[src/pkg/cgen_pkg.sv]
package cgen_pkg;

  // Register file addresses on the special function register port
  localparam logic [7:0] SFR_TRIM  = 8'h96;
  localparam logic [7:0] SFR_CDIV  = 8'h95;
  localparam logic [7:0] SFR_AUXCT = 8'hA2;

  // Field positions and widths
  localparam int TRIM_SEL_BIT = 7;
  localparam int TRIM_W       = 6;
  localparam int AUX_LP_BIT   = 7;
  localparam int UCFG_DBL_BIT = 3;
  localparam int UCFG_SRC_LSB = 0;

  // Reset values
  localparam logic [7:0] CDIV_RST  = 8'h00;
  localparam logic [7:0] AUXCT_RST = 8'h00;

  // Clock source codes held in the user configuration byte
  localparam logic [1:0] UCFG_SRC_EXT = 2'h0;
  localparam logic [1:0] UCFG_SRC_WDT = 2'h2;
  localparam logic [1:0] UCFG_SRC_RC  = 2'h3;

  // Rates
  localparam longint MCLK_HZ    = 40_000_000;
  localparam longint WDT_OSC_HZ = 400_000;
  localparam longint RC_NOM_HZ  = 7_373_000;
  localparam int     WDT_DIV    = int'(MCLK_HZ / WDT_OSC_HZ);

  // RC model: phase accumulator, trim moves the step around mid code
  localparam int          ACC_W        = 20;
  localparam logic [ACC_W-1:0] RC_STEP =
    ACC_W'((RC_NOM_HZ * (64'h1 << ACC_W)) / MCLK_HZ);
  localparam logic [ACC_W-1:0] RC_TRIM_LSB = 20'h000C8;
  localparam logic [5:0]  TRIM_MID     = 6'h20;

  // Wake-up hold-off per source, in ns, and as mclk cycles (rounded up)
  localparam longint WAKE_RC_NS  = 50_000;
  localparam longint WAKE_WDT_NS = 100_000;
  localparam longint WAKE_EXT_NS = 25_000;
  localparam logic [11:0] WAKE_RC_CYC  = 12'((WAKE_RC_NS * MCLK_HZ + 999_999_999) / 1_000_000_000);
  localparam logic [11:0] WAKE_WDT_CYC = 12'((WAKE_WDT_NS * MCLK_HZ + 999_999_999) / 1_000_000_000);
  localparam logic [11:0] WAKE_EXT_CYC = 12'((WAKE_EXT_NS * MCLK_HZ + 999_999_999) / 1_000_000_000);

  typedef enum logic [1:0] {SRC_RC, SRC_WDT, SRC_EXT} cgen_src_t;
  typedef enum {ST_HOLD, ST_RUN} cgen_state_t;

  // Special function register access
  typedef struct packed {
    logic [7:0] addr;
    logic       wr;
    logic       rd;
    logic [7:0] wdata;
  } cgen_sfr_req_t;

  // Clock outputs towards the core and peripherals
  typedef struct packed {
    logic cpu_tick;
    logic periph_tick;
    logic machine_cycle;
  } cgen_clk_t;

endpackage

[src/core/cgen_clock_gen.sv]
`timescale 1ns/1ps
// How it works
// - A machine cycle strobe fires once every two CPU clock periods.
// - Selected source forms the oscillator clock feeding the divider; output is CPU clock.
// - Peripheral clock runs at half the CPU clock rate.
// - Doubler configuration bit doubles the RC oscillator rate.
// - Clock source comes from the flash user configuration byte.
// - Six-bit tuning field for the RC oscillator, loaded with a factory value.
// - Only power-on reset reloads the tuning register.
// - Software writes to the tuning register retune the RC oscillator.
// - Tuning register bit 7 switches the clock to the RC oscillator.
// - Low-power bit clears on the general reset (reset_n), not on power-on reset alone; software sets it at slow clocks.
// - Watchdog oscillator at 400 kHz can clock the system.
// - External pin clock from 0 to 18 MHz; otherwise pin is a port input.
// - Wake-up timer holds the CPU clock off, length set by source on wake, fixed at the watchdog length after reset.
// - Divider register divides the oscillator clock, ratio up to 510.
// - Divider may change any time without stalling execution.
module cgen_clock_gen #(
  parameter logic [7:0] FACTORY_TRIM = 8'h20
) (
  input  wire logic                  mclk,
  input  wire logic                  reset_n,
  input  wire logic                  power_on_reset_n,
  input  wire logic                  wake_req,
  input  wire logic [7:0]            user_config_byte_one,
  input  wire logic                  external_clock_pin,
  input  wire cgen_pkg::cgen_sfr_req_t sfr_req,
  output logic [7:0]                 sfr_rdata,
  output cgen_pkg::cgen_clk_t        clk_out,
  output logic                       oscillator_clock,
  output logic                       low_power_clock_bit,
  output logic                       port_pin_in,
  output logic                       cpu_clock_running
);

  logic [7:0]               trim_q, trim_d;
  logic [7:0]               dval_q, dval_d;
  logic [7:0]               dval_act_q, dval_act_d;
  logic [7:0]               aux_q, aux_d;
  logic [7:0]               rdata_q, rdata_d;
  logic [cgen_pkg::ACC_W-1:0] acc_q, acc_d;
  logic                     rc_tick_q, rc_tick_d;
  logic [6:0]               wdt_cnt_q, wdt_cnt_d;
  logic                     wdt_tick_q, wdt_tick_d;
  logic                     pin_q, pin_d;
  logic                     ext_tick_q, ext_tick_d;
  logic                     port_q, port_d;
  cgen_pkg::cgen_src_t      src_q, src_d;
  cgen_pkg::cgen_state_t    st_q, st_d;
  logic [11:0]              wake_q, wake_d;
  logic [7:0]               div_cnt_q, div_cnt_d;
  logic                     half_q, half_d;
  logic                     osc_q, osc_d;
  logic                     cpu_q, cpu_d;
  logic                     per_q, per_d;
  logic                     mc_q, mc_d;
  logic                     phase_q, phase_d;
  logic                     run_q, run_d;

  // Map the configuration source field onto the internal source type
  function automatic cgen_pkg::cgen_src_t cfg_src(input logic [7:0] ucfg, input logic rcsel);
    logic [1:0] code;
    code = ucfg[cgen_pkg::UCFG_SRC_LSB +: 2];
    if (rcsel || code == cgen_pkg::UCFG_SRC_RC) begin
      cfg_src = cgen_pkg::SRC_RC;
    end else if (code == cgen_pkg::UCFG_SRC_WDT) begin
      cfg_src = cgen_pkg::SRC_WDT;
    end else begin
      cfg_src = cgen_pkg::SRC_EXT;
    end
  endfunction

  // Wake-up hold-off length for a given source
  function automatic logic [11:0] wake_len(input cgen_pkg::cgen_src_t s);
    unique case (s)
      cgen_pkg::SRC_RC:  wake_len = cgen_pkg::WAKE_RC_CYC;
      cgen_pkg::SRC_WDT: wake_len = cgen_pkg::WAKE_WDT_CYC;
      cgen_pkg::SRC_EXT: wake_len = cgen_pkg::WAKE_EXT_CYC;
    endcase
  endfunction

  // Tuning register: only power-on reset restores the factory value
  always_comb begin
    trim_d = trim_q;
    if (sfr_req.wr && sfr_req.addr == cgen_pkg::SFR_TRIM) begin
      trim_d = sfr_req.wdata;
    end
  end

  always_ff @(posedge mclk or negedge power_on_reset_n) begin
    if (!power_on_reset_n) begin
      trim_q <= FACTORY_TRIM;
    end else begin
      trim_q <= trim_d;
    end
  end

  // Divider and auxiliary registers plus read data
  always_comb begin
    dval_d  = dval_q;
    aux_d   = aux_q;
    rdata_d = rdata_q;
    if (sfr_req.wr && sfr_req.addr == cgen_pkg::SFR_CDIV) begin
      dval_d = sfr_req.wdata;
    end
    if (sfr_req.wr && sfr_req.addr == cgen_pkg::SFR_AUXCT) begin
      aux_d = sfr_req.wdata;
    end
    if (sfr_req.rd) begin
      unique case (sfr_req.addr)
        cgen_pkg::SFR_TRIM:  rdata_d = trim_q;
        cgen_pkg::SFR_CDIV:  rdata_d = dval_q;
        cgen_pkg::SFR_AUXCT: rdata_d = aux_q;
        default:             rdata_d = 8'h00;
      endcase
    end
  end

  // RC oscillator, watchdog oscillator and external pin tick sources
  always_comb begin
    logic [cgen_pkg::ACC_W-1:0] step;
    logic [cgen_pkg::ACC_W:0]   sum;
    sum = '0;
    // Step tracks trim around mid code; a wrapped step is a software hazard
    step = cgen_pkg::ACC_W'(cgen_pkg::RC_STEP
         + cgen_pkg::ACC_W'(trim_q[cgen_pkg::TRIM_W-1:0]) * cgen_pkg::RC_TRIM_LSB
         - cgen_pkg::ACC_W'(cgen_pkg::TRIM_MID) * cgen_pkg::RC_TRIM_LSB);
    if (user_config_byte_one[cgen_pkg::UCFG_DBL_BIT]) begin
      step = {step[cgen_pkg::ACC_W-2:0], 1'b0};
    end
    sum       = {1'b0, acc_q} + {1'b0, step};
    acc_d     = sum[cgen_pkg::ACC_W-1:0];
    rc_tick_d = sum[cgen_pkg::ACC_W];
    // Watchdog oscillator at its nominal rate
    if (wdt_cnt_q == 7'(cgen_pkg::WDT_DIV - 1)) begin
      wdt_cnt_d  = 7'h00;
      wdt_tick_d = 1'b1;
    end else begin
      wdt_cnt_d  = wdt_cnt_q + 7'h01;
      wdt_tick_d = 1'b0;
    end
    // 18 MHz stays under half of mclk, so one edge detector suffices
    pin_d      = external_clock_pin;
    ext_tick_d = external_clock_pin && !pin_q;
    port_d     = (src_q == cgen_pkg::SRC_EXT) ? 1'b0 : external_clock_pin;
  end

  // Source switch, wake-up hold-off and divider
  always_comb begin
    logic osc_tick;
    logic cpu_tick;
    cgen_pkg::cgen_src_t want;
    osc_tick = 1'b0;
    cpu_tick = 1'b0;
    want = cfg_src(user_config_byte_one, trim_q[cgen_pkg::TRIM_SEL_BIT]);
    unique case (src_q)
      cgen_pkg::SRC_RC:  osc_tick = rc_tick_q;
      cgen_pkg::SRC_WDT: osc_tick = wdt_tick_q;
      cgen_pkg::SRC_EXT: osc_tick = ext_tick_q;
    endcase
    src_d      = src_q;
    st_d       = st_q;
    wake_d     = wake_q;
    dval_act_d = dval_act_q;
    div_cnt_d  = div_cnt_q;
    half_d     = half_q;
    osc_d      = osc_tick;
    unique case (st_q)
      cgen_pkg::ST_HOLD: begin
        // Clock gated until the chosen source has settled
        src_d = want;
        if (wake_q == 12'h000) begin
          st_d = cgen_pkg::ST_RUN;
        end else begin
          wake_d = wake_q - 12'h001;
        end
      end
      cgen_pkg::ST_RUN: begin
        if (wake_req) begin
          st_d   = cgen_pkg::ST_HOLD;
          wake_d = wake_len(want);
        end else if (osc_tick) begin
          if (dval_act_q == 8'h00) begin
            cpu_tick = 1'b1;
          end else if (div_cnt_q == dval_act_q - 8'h01) begin
            div_cnt_d = 8'h00;
            half_d    = !half_q;
            cpu_tick  = half_q;
          end else begin
            div_cnt_d = div_cnt_q + 8'h01;
          end
        end
      end
    endcase
    // New divider and source only at a completed CPU period or during the hold-off
    if (cpu_tick || st_q == cgen_pkg::ST_HOLD) begin
      dval_act_d = dval_q;
      div_cnt_d  = 8'h00;
      half_d     = 1'b0;
      if (src_q != want) begin
        src_d = want;
      end
    end
    cpu_d   = cpu_tick;
    phase_d = cpu_tick ? !phase_q : phase_q;
    per_d   = cpu_tick && phase_q;
    mc_d    = cpu_tick && phase_q;
    // Running flag registered from the next state so it lines up with it
    run_d   = (st_d == cgen_pkg::ST_RUN);
  end

  // Registers on the general reset
  always_ff @(posedge mclk or negedge reset_n) begin
    if (!reset_n) begin
      dval_q     <= cgen_pkg::CDIV_RST;
      dval_act_q <= cgen_pkg::CDIV_RST;
      aux_q      <= cgen_pkg::AUXCT_RST;
      rdata_q    <= 8'h00;
      acc_q      <= '0;
      rc_tick_q  <= 1'b0;
      wdt_cnt_q  <= 7'h00;
      wdt_tick_q <= 1'b0;
      pin_q      <= 1'b0;
      ext_tick_q <= 1'b0;
      port_q     <= 1'b0;
      src_q      <= cgen_pkg::SRC_RC;
      st_q       <= cgen_pkg::ST_HOLD;
      wake_q     <= cgen_pkg::WAKE_WDT_CYC;
      div_cnt_q  <= 8'h00;
      half_q     <= 1'b0;
      osc_q      <= 1'b0;
      cpu_q      <= 1'b0;
      per_q      <= 1'b0;
      mc_q       <= 1'b0;
      phase_q    <= 1'b0;
      run_q      <= 1'b0;
    end else begin
      dval_q     <= dval_d;
      dval_act_q <= dval_act_d;
      aux_q      <= aux_d;
      rdata_q    <= rdata_d;
      acc_q      <= acc_d;
      rc_tick_q  <= rc_tick_d;
      wdt_cnt_q  <= wdt_cnt_d;
      wdt_tick_q <= wdt_tick_d;
      pin_q      <= pin_d;
      ext_tick_q <= ext_tick_d;
      port_q     <= port_d;
      src_q      <= src_d;
      st_q       <= st_d;
      wake_q     <= wake_d;
      div_cnt_q  <= div_cnt_d;
      half_q     <= half_d;
      osc_q      <= osc_d;
      cpu_q      <= cpu_d;
      per_q      <= per_d;
      mc_q       <= mc_d;
      phase_q    <= phase_d;
      run_q      <= run_d;
    end
  end

  // Outputs straight from flip-flops
  assign sfr_rdata             = rdata_q;
  assign clk_out.cpu_tick      = cpu_q;
  assign clk_out.periph_tick   = per_q;
  assign clk_out.machine_cycle = mc_q;
  assign oscillator_clock      = osc_q;
  assign low_power_clock_bit   = aux_q[cgen_pkg::AUX_LP_BIT];
  assign port_pin_in           = port_q;
  assign cpu_clock_running     = run_q;

endmodule

[config.mk]
export PLATFORM = sky130hd
export DESIGN_NAME = cgen_clock_gen
export DESIGN_NICKNAME = d
export VERILOG_FILES = /design/src/pkg/cgen_pkg.sv /design/src/core/cgen_clock_gen.sv
export SDC_FILE = /design/constraint.sdc
export NUM_CORES = 1
export LEC_CHECK = 0
export ABC_AREA = 1
export BUFFER_PORTS_ARGS = -buffer_cell sky130_fd_sc_hd__buf_2
export CORE_MARGIN = 4
export CORE_UTILIZATION = 53
export CTS_BUF_LIST = sky130_fd_sc_hd__clkbuf_8
export DETAILED_ROUTE_END_ITERATION = 10
export GPL_ROUTABILITY_DRIVEN = 1
export GPL_TIMING_DRIVEN = 0
export PLACE_DENSITY_LB_ADDON = 0.25
export SLEW_MARGIN = 20
export SYNTH_ARGS = -nofsm -noshare
export SYNTH_HDL_FRONTEND = slang
export SYNTH_SLANG_ARGS = --single-unit
[constraint.sdc]
create_clock -name mclk -period 4.1 [get_ports mclk]
set_input_delay 0.205 -clock mclk [delete_from_list [all_inputs] [get_ports mclk]]
set_output_delay 0.205 -clock mclk [all_outputs]
set_load 0.05 [all_outputs]
==> impl_metrics.toml <==
[status]
outcome = "complete, no violations"

[sta]
timing.fmax_mhz = 244
final.setup_skew_ns = 0.0136
setup_violations = 0
rsz0062_at_grt = "true"
layout_min_cycle_time_ns = 4.09
hold_viol_final = 0
slew_headroom_pct = 65.6
period_share_pct = 99.9
timing.final.ws_setup_ns = 0.00602
drv_slew = 0
worst_pin_slew_ns = 0.516

[routing]
drt_iter0_markers = 384
drtPass1Iterations = 5
ant_nets = 0
routed_via_density = 5.10
wirelength_um = 15400
wl_per_cell_um = 13.2
vias = 5928
drc = 0

[global_routing]
grt_pass1_vias = 5680
grt_start_max_net_pins = 67
grt-ovfl-total = 0
grt_pass1_wl_um = 25800
antenna_found_initial = 0
grt_usage_pct = 19.6

[worst_setup_path]
path_class = "register to register"
start_kind = "register"
r2r_cells = 19
required_ns = 4.46
r2r_setup_slack_ns = 0.006
r2r-end = "acc_q[19]"
r2r_start = "trim_q[0]"
endpoint_kind = "register"
arrival_ns = 4.45
worst-path-max-fanout = 4

[synth]
synth_top_family_by_area = "simple AND/OR/NAND/NOR gates"
yosysTopAreaCellShare_pct = 41.7
synth_cell_types = 48
async_reset_ff_share_pct = 100
yosys.area_share.simple_pct = 22.7
synthAdderAreaFrac_pct = 8.69
synth-xor-area-share_pct = 5.42
synth_edf_count = 0
postSynthCellCount = 888
syn_area_um2 = 7430
synthTopCellsByArea = "dfrtp_1 42%, nand2_1 9.1%, ha_1 8.4%"
synth_compound_area_share_pct = 10.5
seq_area_frac_synth_pct = 44.2
synthMuxAreaShare_pct = 1.06
syn_area_per_cell_um2 = 8.37
synth_warnings = 0
synth_top_area_cell = "dfrtp_1"
ys_ff_latch = 131
synth.net_count = 970
synth_top_flop_cell = "dfrtp_1"

[power]
p_total_mw = 4.19
ir_drop_mv = 0.404
leakagePower_nw = 4.43
p_per_area_nw_per_um2 = 476

[floorplan]
start_util_pct = 53.8
fp.dieW_um = 126
die_h_um = 126
io_pins = 46
rows = 43
core_area_um2 = 13800
die_area_um2 = 16000

[min_path]
min_to = "trim_q[0]"
hold_start = "sfr_req[0]"
hold_depth = 3
hold_class = "primary input to register"

[placed_design]
place_congestion = 0.833
dp_hpwl_um = 11000
dpl_worst_slack_ns = -0.538
io_buffer_count = 39

[clock_network]
htreeDepth = 4
insertion_delay_ns = 0.44
numCtsBuffers = 17
clock-root-buffer = "clkbuf_8"
cts_tree = "done"
clkTransAtPathRegs_ns = 0.07
clockBufferDepth = 2
cts_num_sinks = 131

[cells_and_area]
layout_commonest_cell = "nand2_1"
layout.nets = 1052
layout_common_cells = "170 x nand2_1, 120 x dfrtp_1, 113 x inv_1"
antenna_cells = 0
layout-drive-gt1-share_pct = 22.0
finalCoreUtilization_pct = 63.7
area_delta_synth_final_pct = 18.4
fillers = 1154

[run]
drv_cap = 0
==> how the worst max path moves through the flow <==
stage,start,endpoint,slack [ns]
global route,trim_q[0],acc_q[19],-0.22
global placement,trim_q[2],acc_q[19],-0.54
floorplan,trim_q[2],acc_q[19],0.09
detailed placement,trim_q[2],acc_q[19],-0.54
finish,trim_q[0],acc_q[19],0.006
CTS,trim_q[0],acc_q[19],0.007
==> state kept, by name, summed over array words and instances (netlist names), 2 cells and up <==
| signal | flops |
|---|---|
| acc_q | 19 |
| aux_q | 8 |
| div_cnt_q | 8 |
| dval_act_q | 8 |
| dval_q | 8 |
| sfr_rdata | 8 |
| src_q | 2 |
| st_q | 32 |
| trim_q | 8 |
| wake_q | 12 |
| wdt_cnt_q | 7 |
==> what timing repair did <==
item,4_1_cts,5_1_grt
endpoints found under the setup margin,7,6
pin swaps,11,31
resized for setup,29,44
hold buffers,4,0
hold endpoints to repair,63,0
buffers inserted,8,11
==> synthesized netlist by cell type, drive strengths merged (2+ instances only) <==
master	number
a21oi	39
a31oi	3
a41oi	2
and3	2
buf	10
clkbuf	4
dfrtp	124
dfstp	7
ha	50
inv	125
mux2	7
nand2	191
nand3	48
nand4	19
nor2	95
nor3	14
nor4	6
o211ai	6
o21a	7
o21ai	66
o22ai	3
or2	7
xnor2	14
xor2	32
==> power by group <==
part	leakage, nW	switching (mW)	internal [mW]
combinational	2.54	0.899	0.648
sequential	1.70	0.127	1.51
clock	0.194	0.494	0.511
total	4.43	1.52	2.67
==> kinds of logic (layout without fill, tap and decap cells) <==
| kind of cell | count (synthesis) | after routing |
|---|---|---|
| AOI/OAI and AO/OA | 132 | 132 |
| and+or+nand+nor | 382 | 382 |
| buffers and inverters | 139 | 234 |
| muxes | 7 | 7 |
| xor gates and xnor gates | 46 | 46 |
| adders and majority gates | 51 | 51 |
| DFF | 131 | 131 |
==> area by class of cell <==
| cell class | instances | area [um^2] | area share, % |
|---|---|---|---|
| plain buffers | 14 | 82.6 | 0.938 |
| clock buffers | 23 | 317 | 3.60 |
| clock inverters | 9 | 56.3 | 0.640 |
| inverters | 125 | 472 | 5.36 |
| multi-input cells | 618 | 3940 | 44.8 |
| flip-flops and latches | 131 | 3290 | 37.4 |
| well taps | 180 | 225 | 2.56 |
| repair buffers | 63 | 419 | 4.76 |
==> routing by layer <==
metal	track usage (%)	share of wire [%]	up-vias	wire (um)
met5	0	0	-	0
met4	6.18	1.4	0	218
met3	4.04	4.1	21	637
met2	31.9	48	115	7350
met1	26.5	47	2733	7180
li1	-	-	3059	-
==> per-stage QoR <==
step	cells	hold slack [ns]	area, um^2	setup TNS (ns)
after floorplan	888	-0.0906	7430	0
after global placement	1107	0.0596	7850	-1.51
after detailed placement	1108	0.0640	7890	-1.55
after CTS	1152	0.0356	8510	0
after global routing	1163	0.0647	8800	-0.438
final	1163	0.0645	8800	0
==> critical path, cell delays in order (launching register included) <==
cell and delay (ns):
dfrtp_2 0.43, buf_4 0.15, ha_1 0.23, ha_4 0.26
ha_4 0.25, fa_2 0.36, a21oi_2 0.16, o21ai_2 0.09
xor2_1 0.14, inv_1 0.10, o21ai_2 0.06, or2_1 0.26
nand2_2 0.12, nand2_4 0.08, ha_4 0.32, nand2_4 0.07
nor4_4 0.33, nand2_1 0.09, o211ai_1 0.35, xor2_1 0.18
Power figures use the tool's default switching activity.
